**src/dif_pkg.sv**
```systemverilog
// Constants, function codes and carrier structs for the digital input function selector.
// Assumes one 200 MHz control clock and an APB master with 32-bit data.
package dif_pkg;
    localparam int unsigned CLK_PERIOD_NS = 5;
    localparam int unsigned FILT_TIME_NS  = 1000;
    // Least filter time, rounded up to whole cycles
    localparam int unsigned FILT_CYC      = (FILT_TIME_NS + CLK_PERIOD_NS - 1) / CLK_PERIOD_NS;
    localparam int          FILT_W        = 8;
    localparam int          N_IN          = 4;
    localparam int          FSEL_W        = 4;
    localparam int          OL_W          = 16;
    localparam int          IRQ_W         = 4;
    localparam int          ADDR_W        = 8;

    localparam logic [ADDR_W-1:0] OFS_CTRL     = 8'h00;
    localparam logic [ADDR_W-1:0] OFS_FSEL     = 8'h04;
    localparam logic [ADDR_W-1:0] OFS_STATUS   = 8'h08;
    localparam logic [ADDR_W-1:0] OFS_IRQ_STAT = 8'h0c;
    localparam logic [ADDR_W-1:0] OFS_IRQ_CLR  = 8'h10;
    localparam logic [ADDR_W-1:0] OFS_IRQ_EN   = 8'h14;
    localparam logic [ADDR_W-1:0] OFS_OL_SAVED = 8'h18;

    localparam int CTRL_VCLASS_LSB = 0;
    localparam int CTRL_OLRET_BIT  = 4;
    localparam int STS_IN_LSB      = 0;
    localparam int STS_FLAG_LSB    = 4;

    localparam logic [1:0]                  VCLASS_LOW  = 2'h2;
    localparam logic [1:0]                  VCLASS_HIGH = 2'h3;
    localparam logic [1:0]                  RST_VCLASS  = VCLASS_HIGH;
    localparam logic                        RST_OLRET   = 1'h0;
    localparam logic [N_IN*FSEL_W-1:0]      RST_FSEL    = 16'hb544;
    localparam logic [IRQ_W-1:0]            RST_IRQ_EN  = 4'h0;

    localparam int IRQ_AUX      = 0;
    localparam int IRQ_FCLR     = 1;
    localparam int IRQ_OLRST    = 2;
    localparam int IRQ_CONFLICT = 3;

    typedef enum logic [FSEL_W-1:0] {
        FN_NONE       = 4'h0,
        FN_ALT_RAMP   = 4'h1,
        FN_JOG        = 4'h2,
        FN_AUX_FAULT  = 4'h3,
        FN_PRESET     = 4'h4,
        FN_LOCAL      = 4'h5,
        FN_COMM       = 4'h6,
        FN_CLR_FAULT  = 4'h7,
        FN_STOP_RAMP  = 4'h8,
        FN_STOP_COAST = 4'h9,
        FN_STOP_DCINJ = 4'ha,
        FN_JOG_FWD    = 4'hb,
        FN_JOG_REV    = 4'hc
    } dif_func_e;

    typedef struct packed {
        logic              psel;
        logic              penable;
        logic              pwrite;
        logic [ADDR_W-1:0] paddr;
        logic [31:0]       pwdata;
    } dif_apb_req_s;

    typedef struct packed {
        logic [31:0] prdata;
        logic        pready;
        logic        pslverr;
    } dif_apb_rsp_s;

    typedef struct packed {
        logic       alt_ramp;
        logic       jog;
        logic       jog_rev;
        logic       preset_act;
        logic [2:0] preset_sel;
        logic       local_ctrl;
        logic       comm_ctrl;
        logic       stop_ramp;
        logic       stop_coast;
        logic       stop_dcinj;
        logic       aux_fault;
        logic       fault_clr;
        logic       volt_high;
    } dif_cmd_s;

    typedef struct packed {
        logic                         ol_reset;
        logic                         ol_restore;
        logic [OL_W-1:0]              ol_value;
    } dif_ol_s;

    typedef struct packed {
        logic [N_IN-1:0]              sync1;
        logic [N_IN-1:0]              sync2;
        logic [N_IN-1:0]              filt;
        logic [N_IN-1:0]              filt_d;
        logic [N_IN-1:0][FILT_W-1:0]  fcnt;
        logic [1:0]                   vclass;
        logic                         ol_ret;
        logic [N_IN-1:0][FSEL_W-1:0]  fsel;
        logic [IRQ_W-1:0]             irq_stat;
        logic [IRQ_W-1:0]             irq_en;
        logic                         irq;
        logic                         conflict;
        logic                         pg_s1;
        logic                         pg_s2;
        logic                         pg_d;
        logic [OL_W-1:0]              ol_saved;
        dif_ol_s                      ol;
        dif_apb_rsp_s                 rsp;
        dif_cmd_s                     cmd;
    } dif_state_s;
endpackage : dif_pkg

```
**src/dif_top.sv**
```systemverilog
// Digital input function selector: four filtered terminals mapped to drive commands, APB registers.
// Assumes APB master on i_mclk, motor core on i_mclk, terminals and power-good asynchronous.
`timescale 1ns/1ps
module dif_top #(
    parameter logic [dif_pkg::FILT_W-1:0] FILT_CYCLES = dif_pkg::FILT_W'(dif_pkg::FILT_CYC)
) (
    input  wire logic                        i_mclk,
    input  wire logic                        i_arst_n,
    input  wire dif_pkg::dif_apb_req_s       i_apb,
    output      dif_pkg::dif_apb_rsp_s       o_apb,
    input  wire logic [dif_pkg::N_IN-1:0]    i_din,
    input  wire logic                        i_start_valid,
    input  wire logic                        i_power_good,
    input  wire logic [dif_pkg::OL_W-1:0]    i_ol_count,
    output      dif_pkg::dif_cmd_s           o_cmd,
    output      dif_pkg::dif_ol_s            o_ol,
    output      logic [dif_pkg::N_IN-1:0]    o_input_status,
    output      logic                        o_irq
);
    dif_pkg::dif_state_s st_reg;
    dif_pkg::dif_state_s st_next;

    logic [15:0]                 f_act;
    logic [15:0]                 f_rise;
    logic [dif_pkg::IRQ_W-1:0]   irq_ev;
    logic [dif_pkg::IRQ_W-1:0]   irq_clr;
    logic                        seen_alt;
    logic                        seen_comm;
    logic                        conflict;
    logic [1:0]                  rank;
    logic [2:0]                  psel_bits;
    logic                        any_preset;
    logic                        setup;
    logic                        wr;
    logic                        hit;
    logic [31:0]                 rdata;
    logic                        clr_fault;
    logic                        set_aux;
    logic                        jog_fwd;
    logic                        jog_rev;

    always_comb
    begin
        st_next    = st_reg;
        f_act      = '0;
        f_rise     = '0;
        irq_ev     = '0;
        irq_clr    = '0;
        seen_alt   = 1'b0;
        seen_comm  = 1'b0;
        conflict   = 1'b0;
        rank       = 2'h0;
        psel_bits  = 3'h0;
        any_preset = 1'b0;
        hit        = 1'b0;
        rdata      = '0;

        // Two-stage synchroniser, then a stability counter per terminal
        st_next.sync1  = i_din;
        st_next.sync2  = st_reg.sync1;
        st_next.filt_d = st_reg.filt;
        for (int i = 0; i < dif_pkg::N_IN; i++)
        begin
            if (st_reg.sync2[i] == st_reg.filt[i])
            begin
                st_next.fcnt[i] = '0;
            end
            else if (st_reg.fcnt[i] == FILT_CYCLES - 8'h01)
            begin
                st_next.filt[i] = st_reg.sync2[i];
                st_next.fcnt[i] = '0;
            end
            else
            begin
                st_next.fcnt[i] = st_reg.fcnt[i] + 8'h01;
            end
        end

        // Function decode; duplicated exclusive functions honour the lowest input only
        for (int i = 0; i < dif_pkg::N_IN; i++)
        begin
            if (st_reg.fsel[i] == dif_pkg::FN_ALT_RAMP)
            begin
                if (!seen_alt)
                begin
                    f_act[dif_pkg::FN_ALT_RAMP] = st_reg.filt[i];
                end
                else
                begin
                    conflict = 1'b1;
                end
                seen_alt = 1'b1;
            end
            else if (st_reg.fsel[i] == dif_pkg::FN_COMM)
            begin
                if (!seen_comm)
                begin
                    f_act[dif_pkg::FN_COMM] = st_reg.filt[i];
                end
                else
                begin
                    conflict = 1'b1;
                end
                seen_comm = 1'b1;
            end
            else if (st_reg.fsel[i] == dif_pkg::FN_PRESET)
            begin
                // Preset select bits taken in terminal order
                if (rank != 2'h3)
                begin
                    psel_bits[rank] = st_reg.filt[i];
                    rank            = rank + 2'h1;
                end
                any_preset = any_preset | st_reg.filt[i];
            end
            else
            begin
                // Function 0 and unsupported codes drive nothing here
                f_act[st_reg.fsel[i]]  = f_act[st_reg.fsel[i]] | st_reg.filt[i];
                f_rise[st_reg.fsel[i]] = f_rise[st_reg.fsel[i]] | (st_reg.filt[i] & ~st_reg.filt_d[i]);
            end
        end

        // Faults are cleared on the edge, so a held input does not mask new faults
        clr_fault = f_rise[dif_pkg::FN_CLR_FAULT]
                  | f_rise[dif_pkg::FN_STOP_RAMP]
                  | f_rise[dif_pkg::FN_STOP_COAST]
                  | f_rise[dif_pkg::FN_STOP_DCINJ];
        // Removed input is a low level; fault re-asserts while it stays low
        set_aux   = 1'b0;
        for (int i = 0; i < dif_pkg::N_IN; i++)
        begin
            if (st_reg.fsel[i] == dif_pkg::FN_AUX_FAULT && !st_reg.filt[i])
            begin
                set_aux = 1'b1;
            end
        end
        jog_fwd = f_act[dif_pkg::FN_JOG] | f_act[dif_pkg::FN_JOG_FWD];
        jog_rev = f_act[dif_pkg::FN_JOG_REV];

        st_next.cmd.alt_ramp   = f_act[dif_pkg::FN_ALT_RAMP];
        // Both directions at once is ambiguous, so neither jogs
        st_next.cmd.jog        = (jog_fwd ^ jog_rev) & ~i_start_valid;
        st_next.cmd.jog_rev    = jog_rev & ~jog_fwd & ~i_start_valid;
        st_next.cmd.preset_act = any_preset;
        st_next.cmd.preset_sel = psel_bits;
        st_next.cmd.local_ctrl = f_act[dif_pkg::FN_LOCAL];
        st_next.cmd.comm_ctrl  = f_act[dif_pkg::FN_COMM];
        st_next.cmd.stop_ramp  = f_act[dif_pkg::FN_STOP_RAMP];
        st_next.cmd.stop_coast = f_act[dif_pkg::FN_STOP_COAST];
        st_next.cmd.stop_dcinj = f_act[dif_pkg::FN_STOP_DCINJ];
        st_next.cmd.fault_clr  = clr_fault;
        // Set wins over clear
        st_next.cmd.aux_fault  = set_aux | (st_reg.cmd.aux_fault & ~clr_fault);
        st_next.cmd.volt_high  = (st_reg.vclass == dif_pkg::VCLASS_HIGH);
        st_next.conflict       = conflict;

        // APB: registered answer, no wait states
        setup = i_apb.psel & ~i_apb.penable;
        wr    = i_apb.psel & i_apb.penable & st_reg.rsp.pready & i_apb.pwrite;
        unique case (i_apb.paddr)
            dif_pkg::OFS_CTRL:
            begin
                hit   = 1'b1;
                rdata = {27'h0, st_reg.ol_ret, 2'h0, st_reg.vclass};
            end
            dif_pkg::OFS_FSEL:
            begin
                hit   = 1'b1;
                rdata = {16'h0, st_reg.fsel};
            end
            dif_pkg::OFS_STATUS:
            begin
                hit   = 1'b1;
                rdata = {17'h0, st_reg.cmd.preset_act, st_reg.cmd.preset_sel, st_reg.conflict,
                         st_reg.cmd.comm_ctrl, st_reg.cmd.local_ctrl, st_reg.cmd.jog_rev, st_reg.cmd.jog,
                         st_reg.cmd.alt_ramp, st_reg.cmd.aux_fault, st_reg.filt};
            end
            dif_pkg::OFS_IRQ_STAT:
            begin
                hit   = 1'b1;
                rdata = {28'h0, st_reg.irq_stat};
            end
            dif_pkg::OFS_IRQ_CLR:
            begin
                hit   = 1'b1;
            end
            dif_pkg::OFS_IRQ_EN:
            begin
                hit   = 1'b1;
                rdata = {28'h0, st_reg.irq_en};
            end
            dif_pkg::OFS_OL_SAVED:
            begin
                hit   = 1'b1;
                rdata = {16'h0, st_reg.ol_saved};
            end
            default:
            begin
                hit   = 1'b0;
            end
        endcase
        st_next.rsp.pready  = setup;
        st_next.rsp.pslverr = setup & ~hit;
        st_next.rsp.prdata  = (setup & ~i_apb.pwrite) ? rdata : 32'h0;

        st_next.ol.ol_reset   = 1'b0;
        st_next.ol.ol_restore = 1'b0;
        if (wr)
        begin
            unique case (i_apb.paddr)
                dif_pkg::OFS_CTRL:
                begin
                    // Codes other than the two classes are ignored
                    if (i_apb.pwdata[dif_pkg::CTRL_VCLASS_LSB+:2] == dif_pkg::VCLASS_LOW ||
                        i_apb.pwdata[dif_pkg::CTRL_VCLASS_LSB+:2] == dif_pkg::VCLASS_HIGH)
                    begin
                        st_next.vclass = i_apb.pwdata[dif_pkg::CTRL_VCLASS_LSB+:2];
                    end
                    st_next.ol_ret = i_apb.pwdata[dif_pkg::CTRL_OLRET_BIT];
                    if (i_apb.pwdata[dif_pkg::CTRL_OLRET_BIT] != st_reg.ol_ret)
                    begin
                        st_next.ol.ol_reset = 1'b1;
                    end
                end
                dif_pkg::OFS_FSEL:
                begin
                    st_next.fsel = i_apb.pwdata[dif_pkg::N_IN*dif_pkg::FSEL_W-1:0];
                end
                dif_pkg::OFS_IRQ_CLR:
                begin
                    irq_clr = i_apb.pwdata[dif_pkg::IRQ_W-1:0];
                end
                dif_pkg::OFS_IRQ_EN:
                begin
                    st_next.irq_en = i_apb.pwdata[dif_pkg::IRQ_W-1:0];
                end
                default:
                begin
                    st_next.ol.ol_reset = 1'b0;
                end
            endcase
        end

        // Power-good edges drive overload retention
        st_next.pg_s1 = i_power_good;
        st_next.pg_s2 = st_reg.pg_s1;
        st_next.pg_d  = st_reg.pg_s2;
        if (st_reg.ol.ol_reset)
        begin
            st_next.ol_saved = '0;
        end
        else if (st_reg.ol_ret && st_reg.pg_d && !st_reg.pg_s2)
        begin
            st_next.ol_saved = i_ol_count;
        end
        if (st_reg.ol_ret && !st_reg.pg_d && st_reg.pg_s2)
        begin
            st_next.ol.ol_restore = 1'b1;
        end
        st_next.ol.ol_value = st_reg.ol_saved;

        irq_ev[dif_pkg::IRQ_AUX]      = set_aux & ~st_reg.cmd.aux_fault;
        irq_ev[dif_pkg::IRQ_FCLR]     = clr_fault;
        irq_ev[dif_pkg::IRQ_OLRST]    = st_reg.ol.ol_reset;
        irq_ev[dif_pkg::IRQ_CONFLICT] = conflict & ~st_reg.conflict;
        st_next.irq_stat = (st_reg.irq_stat & ~irq_clr) | irq_ev;
        st_next.irq      = |(st_next.irq_stat & st_next.irq_en);
    end

    always_ff @(posedge i_mclk or negedge i_arst_n)
    begin
        if (!i_arst_n)
        begin
            st_reg        <= '0;
            st_reg.vclass <= dif_pkg::RST_VCLASS;
            st_reg.ol_ret <= dif_pkg::RST_OLRET;
            st_reg.fsel   <= dif_pkg::RST_FSEL;
            st_reg.irq_en <= dif_pkg::RST_IRQ_EN;
            st_reg.cmd.volt_high <= 1'b1;
        end
        else
        begin
            st_reg <= st_next;
        end
    end

    assign o_apb          = st_reg.rsp;
    assign o_cmd          = st_reg.cmd;
    assign o_ol           = st_reg.ol;
    assign o_input_status = st_reg.filt;
    assign o_irq          = st_reg.irq;
endmodule : dif_top

```
**config.mk**
```make
export PLATFORM = sky130hd
export DESIGN_NAME = dif_top
export DESIGN_NICKNAME = d
export VERILOG_FILES = /design/src/dif_pkg.sv /design/src/dif_top.sv
export SDC_FILE = /design/constraint.sdc
export NUM_CORES = 1
export LEC_CHECK = 0
export ABC_AREA = 0
export BUFFER_PORTS_ARGS = -buffer_cell sky130_fd_sc_hd__buf_4
export CAP_MARGIN = 20
export CORE_MARGIN = 3
export CORE_UTILIZATION = 45
export CTS_CLUSTER_DIAMETER = 200
export CTS_CLUSTER_SIZE = 28
export DETAILED_ROUTE_END_ITERATION = 7
export HOLD_SLACK_MARGIN = 0.02
export PLACE_DENSITY = 0.64
export SLEW_MARGIN = 15
export SYNTH_ARGS = -nofsm -noshare
export SYNTH_HDL_FRONTEND = slang
export SYNTH_SLANG_ARGS = --single-unit
```
**constraint.sdc**
```tcl
create_clock -name i_mclk -period 3.85 [get_ports i_mclk]
set_input_delay 0 -clock i_mclk [delete_from_list [all_inputs] [get_ports i_mclk]]
set_output_delay 0 -clock i_mclk [all_outputs]
set_load 0.05 [all_outputs]
```
* Word level (Yosys, flattened, before mapping)
Memories as Yosys holds them, arrays and structs flattened. Cells that the tools add are included.
Word-level totals: register bits after elaboration 163, memory bits (read-only) 16, input bits 67, output and inout port bits 72, word-level logic and storage cells 352, memories kept 1
Operators by class: $add $sub $neg 6, magnitude comparators 14, equal/unequal tests 37, muxes and demuxes 162, bitwise operators 55, reduce and logical (&&, ||, !) cells 33
Memory list:
- (name not given) | words 16, width 1, read ports 1, clocked after Yosys merged registers in 0, wr ports 0, RTL line dif_top.sv:120 | f_rise[st_reg.fsel[i]] = f_rise[st_reg.fsel[i]] | (st_reg.filt[i] & ~st_reg.filt_d[i]);
Operators with widths (number):
- $mux 16 | 14
- $bwmux 16 | 6
- $pmux 16 s6 | 1
- $mux 1 | 76
- $mux 8 | 8
- $mux 11 | 4
- $mux 14 | 3
- $mux 3 | 12
- $add 8x1->8 const B | 4
- $and 16x16->16 | 2
- $eq 4x3->1 const B | 8
- $eq 8x8->1 const B | 4
- $mux 32 | 1
- $mux 6 | 5
- $mux 9 | 3
- $bmux 1 s4 | 6
- $eq 8x5->1 const B | 3
- $lt 4x5->1 const B | 4
- $and 1x1->1 | 16
- $demux 1 s4 | 4
- $eq 4x1->1 const B | 4
- $eq 4x2->1 const B | 4
- $eq 8x4->1 const B | 2
- $ge 4x1->1 const B | 4
- other kinds (28) | 109

* Logic depth before layout (Yosys ltp)
Gate-level depths: netlist of the first run.
word-level depth 35, mapped depth 13, gate-level depth less buffers 11

* Worst setup path before layout of the first run
No wires, ideal clock.
kind register to register, from reg st_reg[104] (netlist name), to reg st_reg (netlist bit o_cmd[13]), library setup time 71 ps, data arrival time 2962 ps, setup slack 817 ps, stages on the path, launching flop included 13, clock period less this slack 3033 ps, cells stage by stage dfstp_2 -> buf_2 -> and4bb_1 -> nor4b_1 -> a2111oi_1 -> and4_1 -> nand4_2 -> o41ai_1 -> o221ai_2 -> nor3_1 -> o32a_1 -> ha_1 -> nor2_1
RTL lines:
- from (decl) | RTL line dif_top.sv:20 | dif_pkg::dif_state_s st_reg;
- from (signal assigned) | RTL line dif_top.sv:284 | st_reg <= st_next;

==> reports/metrics.csv, run 1 <==
stage,metric,value,unit
pwr,static-leakage-power,4.50,nW
placed_design,hpwl,16300,um
detailed_routing,drt_first_iter_violations,614,
timing,finalSetupViolCount,0,
worst_setup_path,regToRegEndpoint,o_cmd[13]$_DFF_PN0_,
synthesis,yosysWarnings,0,
detailed_routing,postRouteWirelength,22600,um
detailed_routing,routed_via_count_divided_by_cell_count,5.78,
global_routing,via_count_of_the_first_global_routing_pass,6753,
cells_and_area,max_ffs_per_register,69,
placed_design,io_buffers,106,
cells_and_area,final_cells,1200,
clocking,clock_sinks,147,
worst_setup_path,cp.required,4.21,ns
clocking,clock_tree_from_tritoncts,done,
timing,timing.final.ws_setup,0.188,ns
synthesis,postSynth.asyncResetShare,100,%
worst_setup_path,number_of_cells_on_the_worst_reg_to_reg_path,11,
cells_and_area,drive_above_1_share,24.1,%
floorplan,chipHeight,141,um
worst_setup_path,arr_time_crit_path,4.02,ns
worst_setup_path,critical_path.startpoint,st_reg[102]$_DFFE_PN1P_,
floorplan,io_pins,139,
detailed_routing,dr.pass1.iters,7,
pwr,vdd_drop_max,0.299,mV
cells_and_area,finish.net_count,1035,
placed_design,finalWeightedCongestion,0.988,
synthesis,yosys_most_used_dff,sky130_fd_sc_hd__dfrtp_1,
timing,timing.setup.tns,0,ns
synthesis,ys_seq_elements,147,
clocking,cts.root.buffer_cell,sky130_fd_sc_hd__clkbuf_16,
cells_and_area,filler_cell_count,1571,
detailed_routing,ant_nets,0,
worst_setup_path,setup.worst_path.end_class,register,
synthesis,synth_sequential_area_ratio,45.1,%
clocking,htreeDepth,4,
synthesis,synth-edff-count,0,
pwr,total_switching_power,0.000843,W
timing,finalClockSkew,0.00927,ns
floorplan,die_outline_area,19900,um^2
detailed_routing,routed-via-count,6932,
timing,grt_setup_unrepaired,no,
synthesis,synth_cell_types,84,
pwr,seq_power_share,45.2,%
synthesis,synthCells,846,
timing,final_hold_viol_count,0,
worst_setup_path,path_class,register to register,
outcome,outcome,completed,
clocking,cts-root-to-sink-buffers,2,
floorplan,fp.dieW,141,um
hold_path,worstHoldStart,i_apb[38],
timing,timing.slew.headroom,27.8,%
pwr,switching_share,24.0,%
placed_design,dp_slack,0.265,ns
pwr,internal-power,0.00267,W
detailed_routing,drcViolationCount,0,
synthesis,synth_cell_area,8190,um^2
pwr,comb_power_share,6.4,%
hold_path,whs_endpoint,o_apb[0]$_DFF_PN0_,
job,count_of_max_cap_constraint_violations,0,
floorplan,core_area,17500,um^2
placed_design,numPlacedInstances,1121,
cells_and_area,antenna_cells,0,
clocking,insertion_delay,0.43,ns
detailed_routing,wire_per_inst,18.8,um
global_routing,grt_overflow,0,
timing,period_minus_slack,3.66,ns
clocking,total_cts_buffers,17,
hold_path,hold-path-cell-count,5,
global_routing,gr-usage-all-layers,23.0,%
cells_and_area,area_growth_syn_to_layout,22.1,%
timing,fmaxAchievable,273,MHz
floorplan,core.rowCount,48,
timing,timing_worst_slew_pin_value,1.08,ns
pwr,final_power,0.00351,W
timing,slew_violations,0,
floorplan,floorplan.initialDensity,46.7,%
timing,finalCritPeriodShare,95.1,%
hold_path,holdCritPathClass,input pin to register,
synthesis,postSynthAreaPerCell,9.68,um^2
worst_setup_path,r2r_slack,0.19,ns
global_routing,grt_start_max_net_pins,92,
clocking,clock_input_transition_at_the_sequential_cells_of_the_worst_setup_and_hold_paths,0.07,ns
worst_setup_path,worstPathMaxFanout,19,
pwr,share_clk_of_total_power,48.4,%
pwr,p_per_area,351,nW/um^2
global_routing,grt_antenna_before_repair,0,
global_routing,grt_first_pass_wirelength,36300,um
worst_setup_path,element_type_at_the_critical_path_start,register,
worst_setup_path,critical_register_to_register_path_startpoint,st_reg[102]$_DFFE_PN1P_,
timing,finalHoldWorstSlack,0.0544,ns
-- cells in the final DEF, fill, tap and decap left out, drive strengths merged, types with 7 or more instances in the layout --
master and n:
mux2 23, clkbuf 20, nand2 71, a21oi 30
xor2 17, conb 16, inv 16, xnor2 19
nand3b 7, o21ai 23, buf 150, nor3 21
nand3 34, a22o 18, a22oi 18, dfrtp 137
nor2b 18, nor2 76, and3 19, nand2b 9
a31oi 13, and2 8, dlygate4sd3 46, a32oi 7
dfstp 10, nand4 14, nor4 9
-- synthesized netlist by cell type, drive strengths merged (8+ instances only) --
master | instances | area, um^2
a22oi | 18 | 135
a21oi | 30 | 150
nand2 | 71 | 267
xnor2 | 19 | 166
clkbuf | 26 | 97.6
nand3 | 34 | 170
nand4 | 14 | 93.8
and2 | 8 | 50.1
nor3 | 21 | 105
nor2b | 18 | 113
xor2 | 17 | 149
nand2b | 9 | 56.3
mux2 | 23 | 259
inv | 12 | 45.0
a31oi | 13 | 81.3
and3 | 19 | 119
dfstp | 10 | 263
nor4 | 9 | 62.6
buf | 88 | 633
nor2 | 76 | 288
o21ai | 23 | 115
a22o | 18 | 158
dfrtp | 137 | 3430
-- critical path, cell delays in order, from the launching register on --
cell and delay (ns):
sky130_fd_sc_hd__dfstp_4 0.76, sky130_fd_sc_hd__and4bb_2 0.36, sky130_fd_sc_hd__nand4_1 0.15, sky130_fd_sc_hd__nand3_1 0.33
sky130_fd_sc_hd__a22oi_1 0.22, sky130_fd_sc_hd__nor2b_1 0.39, sky130_fd_sc_hd__o311ai_0 0.25, sky130_fd_sc_hd__a32oi_1 0.32
sky130_fd_sc_hd__nor3_1 0.09, sky130_fd_sc_hd__o32a_1 0.36, sky130_fd_sc_hd__ha_1 0.29, sky130_fd_sc_hd__nor2_1 0.08
-- power by group through the flow --
stage | registers [W] | logic [W] | clock network, W
floorplan | 0.00161 | 0.000114 | 0
global placement | 0.00161 | 0.000186 | 0
detailed placement | 0.00162 | 0.000187 | 0
CTS | 0.00159 | 0.000225 | 0.00173
global route | 0.00159 | 0.000245 | 0.00180
finish | 0.00159 | 0.000223 | 0.00170
-- metrics by stage --
step | instance area (um^2) | utilization, %
final | 10000 | 57.0
after global routing | 10000 | 57.0
after CTS | 9990 | 56.9
after detailed placement | 8920 | 50.9
after global placement | 8920 | 50.9
after floorplan | 8250 | -
-- how the worst max path moves through the flow --
| stage | cells after the start | endpoint |
|---|---|---|
| 6_report | 11 | o_cmd[13]$_DFF_PN0_ |
| 5_1_grt | 12 | o_cmd[13]$_DFF_PN0_ |
| 4_1_cts | 12 | o_cmd[13]$_DFF_PN0_ |
| 3_5_place_dp | 12 | o_cmd[13]$_DFF_PN0_ |
| 3_3_place_gp | 12 | o_cmd[13]$_DFF_PN0_ |
| 2_1_floorplan | 12 | o_cmd[13]$_DFF_PN0_ |
-- metal layers --
metal  GRT usage, %  part of all wire [%]  vias up
met5              0                     0        -
met3           5.12                   7.3       55
met1           31.5                    44     3328
met2           36.3                    46      313
met4           7.65                   2.7        0
li1               -                     -     3236
-- final cells by class --
| class | instances | area, um^2 | area share (%) |
|---|---|---|---|
| Multi-Input combinational cell | 588 | 3780 | 37.8 |
| Clock buffer | 20 | 457 | 4.57 |
| Timing Repair Buffer | 196 | 1590 | 15.9 |
| Clock inverter | 12 | 148 | 1.48 |
| Sequential cell | 147 | 3700 | 37.0 |
| Inverter | 12 | 45.0 | 0.450 |
| Tap cell | 225 | 282 | 2.82 |
-- timing repair --
action,4_1_cts,5_1_grt
buffers inserted,0,0
endpoints found under the setup margin,0,1
hold buffers,46,0
hold endpoints to repair,140,0
resized for setup,0,2
-- cells by family (layout without fill, tap and decap cells) --
family	Yosys count	in the layout	share of synthesized area, %
buffers and inverters	126	240	9.47
AOI/OAI and AO/OA	169	169	14.8
muxes	25	25	3.41
adders and majority gates	7	7	1.04
xor gates and xnor gates	36	36	3.85
other	1	16	0.0458
DFF	147	147	45.1
and+or+nand+nor	335	335	22.3
Power figures use the tool's default switching activity.
==> inputs of run 2 (changes only) <==
--- a/config.mk
+++ b/config.mk
@@ -9,12 +9,12 @@
 export BUFFER_PORTS_ARGS = -buffer_cell sky130_fd_sc_hd__buf_4
 export CAP_MARGIN = 20
 export CORE_MARGIN = 3
-export CORE_UTILIZATION = 45
+export CORE_UTILIZATION = 61
 export CTS_CLUSTER_DIAMETER = 200
 export CTS_CLUSTER_SIZE = 28
 export DETAILED_ROUTE_END_ITERATION = 7
 export HOLD_SLACK_MARGIN = 0.02
-export PLACE_DENSITY = 0.64
+export PLACE_DENSITY = 0.84
 export SLEW_MARGIN = 15
 export SYNTH_ARGS = -nofsm -noshare
 export SYNTH_HDL_FRONTEND = slang
==> constraint.sdc (replaced) <==
create_clock -name i_mclk -period 4.57 [get_ports i_mclk]
set_input_delay 0 -clock i_mclk [delete_from_list [all_inputs] [get_ports i_mclk]]
set_output_delay 0 -clock i_mclk [all_outputs]
set_load 0.05 [all_outputs]
==> reports/metrics.csv, run 2 (synthesis gave the netlist of run 1 again) <==
stage,metric,value,unit,change
outcome,outcome,completed,,
clocking,cts-resized-gates,0,,unchanged
clocking,clock_input_transition_at_the_sequential_cells_of_the_worst_setup_and_hold_paths,0.06,ns,about the same
cells_and_area,layout_common_cells,"sky130_fd_sc_hd__dfrtp_1 (137), sky130_fd_sc_hd__buf_4 (123), sky130_fd_sc_hd__nor2_1 (74), sky130_fd_sc_hd__nand2_1 (71), sky130_fd_sc_hd__dlygate4sd3_1 (47)",,
worst_setup_path,path_class,register to register,,
floorplan,die_outline_area,14900,um^2,-25%
global_routing,grt_start_max_net_pins,94,,+2.2%
cells_and_area,layout.cells.most_common,sky130_fd_sc_hd__dfrtp_1,,
cells_and_area,finish.net_count,1011,,-2.3%
floorplan,core.rowCount,41,,-15%
worst_setup_path,r2r_slack,0.58,ns,+0.39 ns
timing,timing.setup.tns,0,ns,unchanged
global_routing,grt_antenna_before_repair,0,,unchanged
timing,grt_setup_unrepaired,no,,
placed_design,io_buffers,106,,unchanged
timing,finalSetupViolCount,0,,unchanged
job,count_of_max_cap_constraint_violations,0,,unchanged
hold_path,whs_endpoint,o_apb[0]$_DFF_PN0_,,
worst_setup_path,critical_path.startpoint,st_reg[103]$_DFFE_PN0P_,,
detailed_routing,routed-via-count,7277,,+5.0%
cells_and_area,multi_input_comb_area,3780,um^2,unchanged
floorplan,io_pins,139,,unchanged
worst_setup_path,arr_time_crit_path,4.35,ns,+0.33 ns
clocking,total_cts_buffers,17,,unchanged
clocking,cts-root-to-sink-buffers,2,,unchanged
cells_and_area,filler_cell_count,833,,-47%
placed_design,hpwl,16400,um,+0.56%
floorplan,floorplan.initialDensity,63.6,%,+17 points
worst_setup_path,cp.required,4.93,ns,+0.72 ns
cells_and_area,seqCellArea,3690,um^2,-0.14%
cells_and_area,drive_above_1_share,22.1,%,-2.0 points
detailed_routing,dr.pass1.iters,6,,-1
timing,slew_violations,0,,unchanged
clocking,cts.root.buffer_cell,sky130_fd_sc_hd__clkbuf_16,,
worst_setup_path,setup.worst_path.end_class,register,,
timing,period_minus_slack,3.99,ns,+0.326 ns
worst_setup_path,critical_register_to_register_path_startpoint,st_reg[103]$_DFFE_PN0P_,,
pwr,static-leakage-power,4.38,nW,-2.6%
timing,finalCritPeriodShare,87.3,%,-7.9 points
floorplan,fp.dieW,122,um,-14%
detailed_routing,drcViolationCount,0,,unchanged
global_routing,gr-usage-all-layers,35.0,%,+12 points
timing,finalClockSkew,0.00703,ns,-0.00225 ns
pwr,p_per_area,304,nW/um^2,-13%
global_routing,via_count_of_the_first_global_routing_pass,7253,,+7.4%
hold_path,worstHoldStart,i_apb[38],,
detailed_routing,ant_nets,0,,unchanged
cells_and_area,antenna_cells,0,,unchanged
hold_path,holdCritPathClass,input pin to register,,
global_routing,grt_first_pass_wirelength,40000,um,+10%
hold_path,hold-path-cell-count,5,,unchanged
timing,fmaxAchievable,251,MHz,-8.2%
clocking,htreeDepth,4,,unchanged
worst_setup_path,element_type_at_the_critical_path_start,register,,
clocking,postCtsSetupBuffers,0,,unchanged
clocking,postCtsHoldBufs,47,,+2.2%
global_routing,grt_overflow,0,,unchanged
clocking,insertion_delay,0.43,ns,about the same
worst_setup_path,worstPathMaxFanout,25,,+6
pwr,vdd_drop_max,0.364,mV,+22%
timing,timing_worst_slew_pin_value,0.970,ns,-0.108 ns
floorplan,core_area,12900,um^2,-27%
timing,final_hold_viol_count,0,,unchanged
worst_setup_path,number_of_cells_on_the_worst_reg_to_reg_path,11,,unchanged
detailed_routing,routed_via_count_divided_by_cell_count,6.48,,+12%
clocking,clock_sinks,147,,unchanged
floorplan,chipHeight,122,um,-14%
placed_design,finalWeightedCongestion,0.957,,-3.1%
cells_and_area,area_growth_syn_to_layout,19.0,%,
cells_and_area,final_core_util,75.7,%,+19 points
detailed_routing,drt_first_iter_violations,872,,+42%
timing,timing.slew.headroom,35.1,%,+7.2 points
detailed_routing,wire_per_inst,22.4,um,+19%
cells_and_area,max_ffs_per_register,69,,unchanged
clocking,clock_tree_from_tritoncts,done,,
detailed_routing,postRouteWirelength,25200,um,+11%
worst_setup_path,regToRegEndpoint,o_cmd[13]$_DFF_PN0_,,
[run 2: critical path, cell delays in order (launching register included)]
cell and delay, ns:
sky130_fd_sc_hd__dfrtp_1 0.84, sky130_fd_sc_hd__and4bb_2 0.37, sky130_fd_sc_hd__nand4_1 0.14, sky130_fd_sc_hd__nand3_1 0.44, sky130_fd_sc_hd__o22ai_1 0.40, sky130_fd_sc_hd__nand4_2 0.26
sky130_fd_sc_hd__o41ai_1 0.53, sky130_fd_sc_hd__o221ai_2 0.19, sky130_fd_sc_hd__nor3_1 0.24, sky130_fd_sc_hd__o32a_1 0.20, sky130_fd_sc_hd__ha_1 0.23, sky130_fd_sc_hd__nor2_1 0.08
[run 2: worst max path at each step]
stage	endpoint	slack, ns
floorplan	o_cmd[13]$_DFF_PN0_	1.54
global placement	o_cmd[13]$_DFF_PN0_	0.78
detailed placement	o_cmd[13]$_DFF_PN0_	0.69
CTS	o_cmd[13]$_DFF_PN0_	0.64
global route	o_cmd[13]$_DFF_PN0_	0.27
finish	o_cmd[13]$_DFF_PN0_	0.58
[run 2: report_power, final]
group	internal, W	switching [W]
combinational	0.0000774	0.000113
clock	0.000820	0.000609
sequential	0.00132	0.0000176
[run 2: cell type report]
cell class | count | share of cell area, %
well taps | 172 | 2.21
inverters | 12 | 0.462
clock buffers | 17 | 4.36
repair buffers | 172 | 14.5
multi-input cells | 588 | 38.8
flip-flops and latches | 147 | 37.9
clock inverters | 15 | 1.77
[run 2: layer usage]
metal	vias up	wire length [um]	GRT usage, %
li1	3188	-	-
met1	3515	9630	44.2
met2	477	12200	58.5
met3	97	2360	8.91
met4	0	978	13.0
met5	-	0	0
[run 2: stage by stage]
step	total power (W)	area, um^2	instances	hold WS, ns	setup slack (ns)
floorplan	0.00145	8250	861	-0.296	1.54
global placement	0.00151	8660	1042	0.111	0.775
detailed placement	0.00152	8660	1042	0.110	0.695
CTS	0.00295	9730	1121	0.0382	0.637
global route	0.00304	9750	1123	0.0834	0.266
finish	0.00296	9750	1123	0.0663	0.582
==> inputs of run 3 (changes only) <==
--- a/config.mk
+++ b/config.mk
@@ -7,14 +7,13 @@
 export LEC_CHECK = 0
 export ABC_AREA = 0
 export BUFFER_PORTS_ARGS = -buffer_cell sky130_fd_sc_hd__buf_4
-export CAP_MARGIN = 20
 export CORE_MARGIN = 3
-export CORE_UTILIZATION = 61
+export CORE_UTILIZATION = 51
 export CTS_CLUSTER_DIAMETER = 200
 export CTS_CLUSTER_SIZE = 28
 export DETAILED_ROUTE_END_ITERATION = 7
 export HOLD_SLACK_MARGIN = 0.02
-export PLACE_DENSITY = 0.84
+export PLACE_DENSITY = 0.74
 export SLEW_MARGIN = 15
 export SYNTH_ARGS = -nofsm -noshare
 export SYNTH_HDL_FRONTEND = slang
==> constraint.sdc (replaced) <==
create_clock -name i_mclk -period 3.3 [get_ports i_mclk]
set_input_delay 0 -clock i_mclk [delete_from_list [all_inputs] [get_ports i_mclk]]
set_output_delay 0 -clock i_mclk [all_outputs]
set_load 0.05 [all_outputs]
==> reports/metrics.csv, run 3 (synthesis gave the netlist of run 1 again) <==
stage,metric,value,unit,change
outcome,outcome,"complete, but fails checks",,
outcome,violated_checks,negative setup slack,,
global_routing,grt_start_max_net_pins,75,,-20%
floorplan,floorplan.initialDensity,52.9,%,-11 points
pwr,p_per_area,384,nW/um^2,+26%
placed_design,io_buffers,106,,unchanged
pwr,static-leakage-power,4.98,nW,+14%
placed_design,hpwl,17400,um,+6.1%
cells_and_area,layout_common_cells,"sky130_fd_sc_hd__buf_4 (217), sky130_fd_sc_hd__dfrtp_1 (130), sky130_fd_sc_hd__nor2_1 (73), sky130_fd_sc_hd__nand2_1 (71), sky130_fd_sc_hd__dlygate4sd3_1 (47)",,
timing,slew_violations,0,,unchanged
timing,timing_worst_slew_pin_value,1.05,ns,+0.0771 ns
worst_setup_path,path_class,register to register,,
timing,timing.final.ws_setup,-0.0564,ns,-0.638 ns
global_routing,grt_first_pass_wirelength,38700,um,-3.3%
placed_design,dp_slack,-0.0351,ns,-0.730 ns
pwr,final_power,0.00415,W,+40%
global_routing,gr-usage-all-layers,27.7,%,-7.3 points
floorplan,io_pins,139,,unchanged
detailed_routing,routed_via_count_divided_by_cell_count,5.85,,-9.7%
clocking,cts.root.buffer_cell,sky130_fd_sc_hd__clkbuf_16,,
detailed_routing,postRouteWirelength,24600,um,-2.3%
job,count_of_max_cap_constraint_violations,0,,unchanged
floorplan,core.rowCount,45,,+9.8%
cells_and_area,stdcell_area,10800,um^2,+11%
clocking,htreeDepth,4,,unchanged
timing,finalSetupViolCount,1,,+1
clocking,clock_input_transition_at_the_sequential_cells_of_the_worst_setup_and_hold_paths,0.06,ns,about the same
timing,period_minus_slack,3.36,ns,-0.632 ns
detailed_routing,ant_nets,0,,unchanged
cells_and_area,layout.cells.most_common,sky130_fd_sc_hd__buf_4,,
worst_setup_path,worstPathMaxFanout,5,,-80%
clocking,clock_sinks,147,,unchanged
global_routing,grt_antenna_before_repair,0,,unchanged
cells_and_area,drive_above_1_share,32.7,%,+11 points
timing,grt_setup_unrepaired,yes,,
cells_and_area,antenna_cells,0,,unchanged
detailed_routing,drt_first_iter_violations,697,,-20%
clocking,total_cts_buffers,17,,unchanged
worst_setup_path,arr_time_crit_path,3.71,ns,-0.64 ns
timing,fmaxAchievable,298,MHz,+19%
detailed_routing,dr.pass1.iters,6,,unchanged
timing,finalCritPeriodShare,102,%,+14 points
placed_design,finalWeightedCongestion,0.988,,+3.2%
floorplan,chipHeight,133,um,+8.9%
cells_and_area,max_ffs_per_register,69,,unchanged
cells_and_area,finish.net_count,1112,,+10%
clocking,clock_tree_from_tritoncts,done,,
detailed_routing,drcViolationCount,0,,unchanged
placed_design,placed_cell_areas,9420,um^2,+8.8%
worst_setup_path,cp.required,3.65,ns,-1.28 ns
timing,timing.setup.tns,-0.0564,ns,-0.0564 ns
cells_and_area,area_growth_syn_to_layout,32.2,%,
cells_and_area,filler_cell_count,1166,,+40%
global_routing,via_count_of_the_first_global_routing_pass,7156,,-1.3%
clocking,insertion_delay,0.43,ns,about the same
floorplan,fp.dieW,133,um,+8.9%
global_routing,grt_overflow,0,,unchanged
worst_setup_path,setup.worst_path.end_class,register,,
timing,timing.slew.headroom,29.9,%,-5.2 points
clocking,cts-root-to-sink-buffers,2,,unchanged
detailed_routing,wire_per_inst,19.5,um,-13%
detailed_routing,routed-via-count,7387,,+1.5%
pwr,vdd_drop_max,0.344,mV,-5.5%
timing,finalClockSkew,0.0128,ns,+0.00578 ns
hold_path,holdCritPathClass,input pin to register,,
floorplan,die_outline_area,17600,um^2,+19%
timing,final_hold_viol_count,0,,unchanged
floorplan,core_area,15500,um^2,+20%
worst_setup_path,element_type_at_the_critical_path_start,register,,
run 3: changes by cell type in the layout (fill, tap and decap cells not counted), sizes merged:
cell      change
buf         +101
bufinv        +1
clkinv        +2
clkinvlp      -3
run 3: layout make-up:
class                      count  area, um^2  share of cell area, %
multi-input combinational    588        3980                   36.7
sequential                   147        3700                   34.2
timing repair buffer         273        2220                   20.5
clock buffer                  17         425                   3.93
tap                          211         264                   2.44
clock inverter                15         196                   1.81
inverter                      12        45.0                  0.416
run 3: final timing paths:
kind / endpoint / slack, ns / start / cells past startpoint
setup reg to reg: o_cmd[13]$_DFF_PN0_ / -0.06 / st_reg[107]$_DFFE_PN0P_ / 14
hold reg to reg: st_reg[155]$_DFF_PN0_ / 0.35 / st_next[155]$_DFF_PN0_ / 0
min in group asynchronous: o_ol[16]$_DFF_PN0_ / 0.15 / i_arst_n / 2
hold / removal: o_ol[17]$_DFF_PN0_ / 0.12 / i_apb[38] / 6
setup / recovery: o_cmd[13]$_DFF_PN0_ / -0.06 / st_reg[107]$_DFFE_PN0P_ / 14
max in group asynchronous: st_reg[111]$_DFFE_PN1P_ / 2.31 / i_arst_n / 3
run 3: worst max-delay path: stages, from the launching register on:
cell and delay, ns:
sky130_fd_sc_hd__dfrtp_1 0.42, sky130_fd_sc_hd__buf_4 0.18, sky130_fd_sc_hd__nor4bb_1 0.59, sky130_fd_sc_hd__buf_4 0.23, sky130_fd_sc_hd__a22oi_1 0.09, sky130_fd_sc_hd__o221ai_1 0.10
sky130_fd_sc_hd__o22ai_1 0.14, sky130_fd_sc_hd__nand4_4 0.16, sky130_fd_sc_hd__buf_4 0.14, sky130_fd_sc_hd__o311ai_2 0.10, sky130_fd_sc_hd__a32oi_1 0.29, sky130_fd_sc_hd__nor3_1 0.08
sky130_fd_sc_hd__o32a_1 0.34, sky130_fd_sc_hd__ha_1 0.30, sky130_fd_sc_hd__nor2_1 0.11
run 3: what timing repair did:
action                                  in CTS  in global routing
hold endpoints to repair                   128                  0
pin swaps                                    0                 14
endpoints found under the setup margin       2                  6
hold buffers                                47                  0
resized for setup                            1                 54
buffers inserted                             0                 13
run 3: power breakdown:
group | internal (W) | switching [W]
logic | 0.000116 | 0.000156
clock network | 0.00121 | 0.000815
registers | 0.00183 | 0.0000206
total | 0.00316 | 0.000992
run 3: routing by layer:
metal	track usage, %	part of all wire, %	vias to the layer above
li1	-	-	3387
met1	36.1	41	3565
met2	46.4	49	383
met3	5.02	7.5	52
met4	10.3	2.8	0
met5	0	0	-
run 3: through the flow:
step	std cells	hold WS (ns)	utilization (%)
finish	1263	0.118	69.9
global route	1263	0.171	69.9
CTS	1250	0.0879	67.9
detailed placement	1171	0.0480	60.8
global placement	1171	0.0445	60.8
floorplan	861	-0.296	-
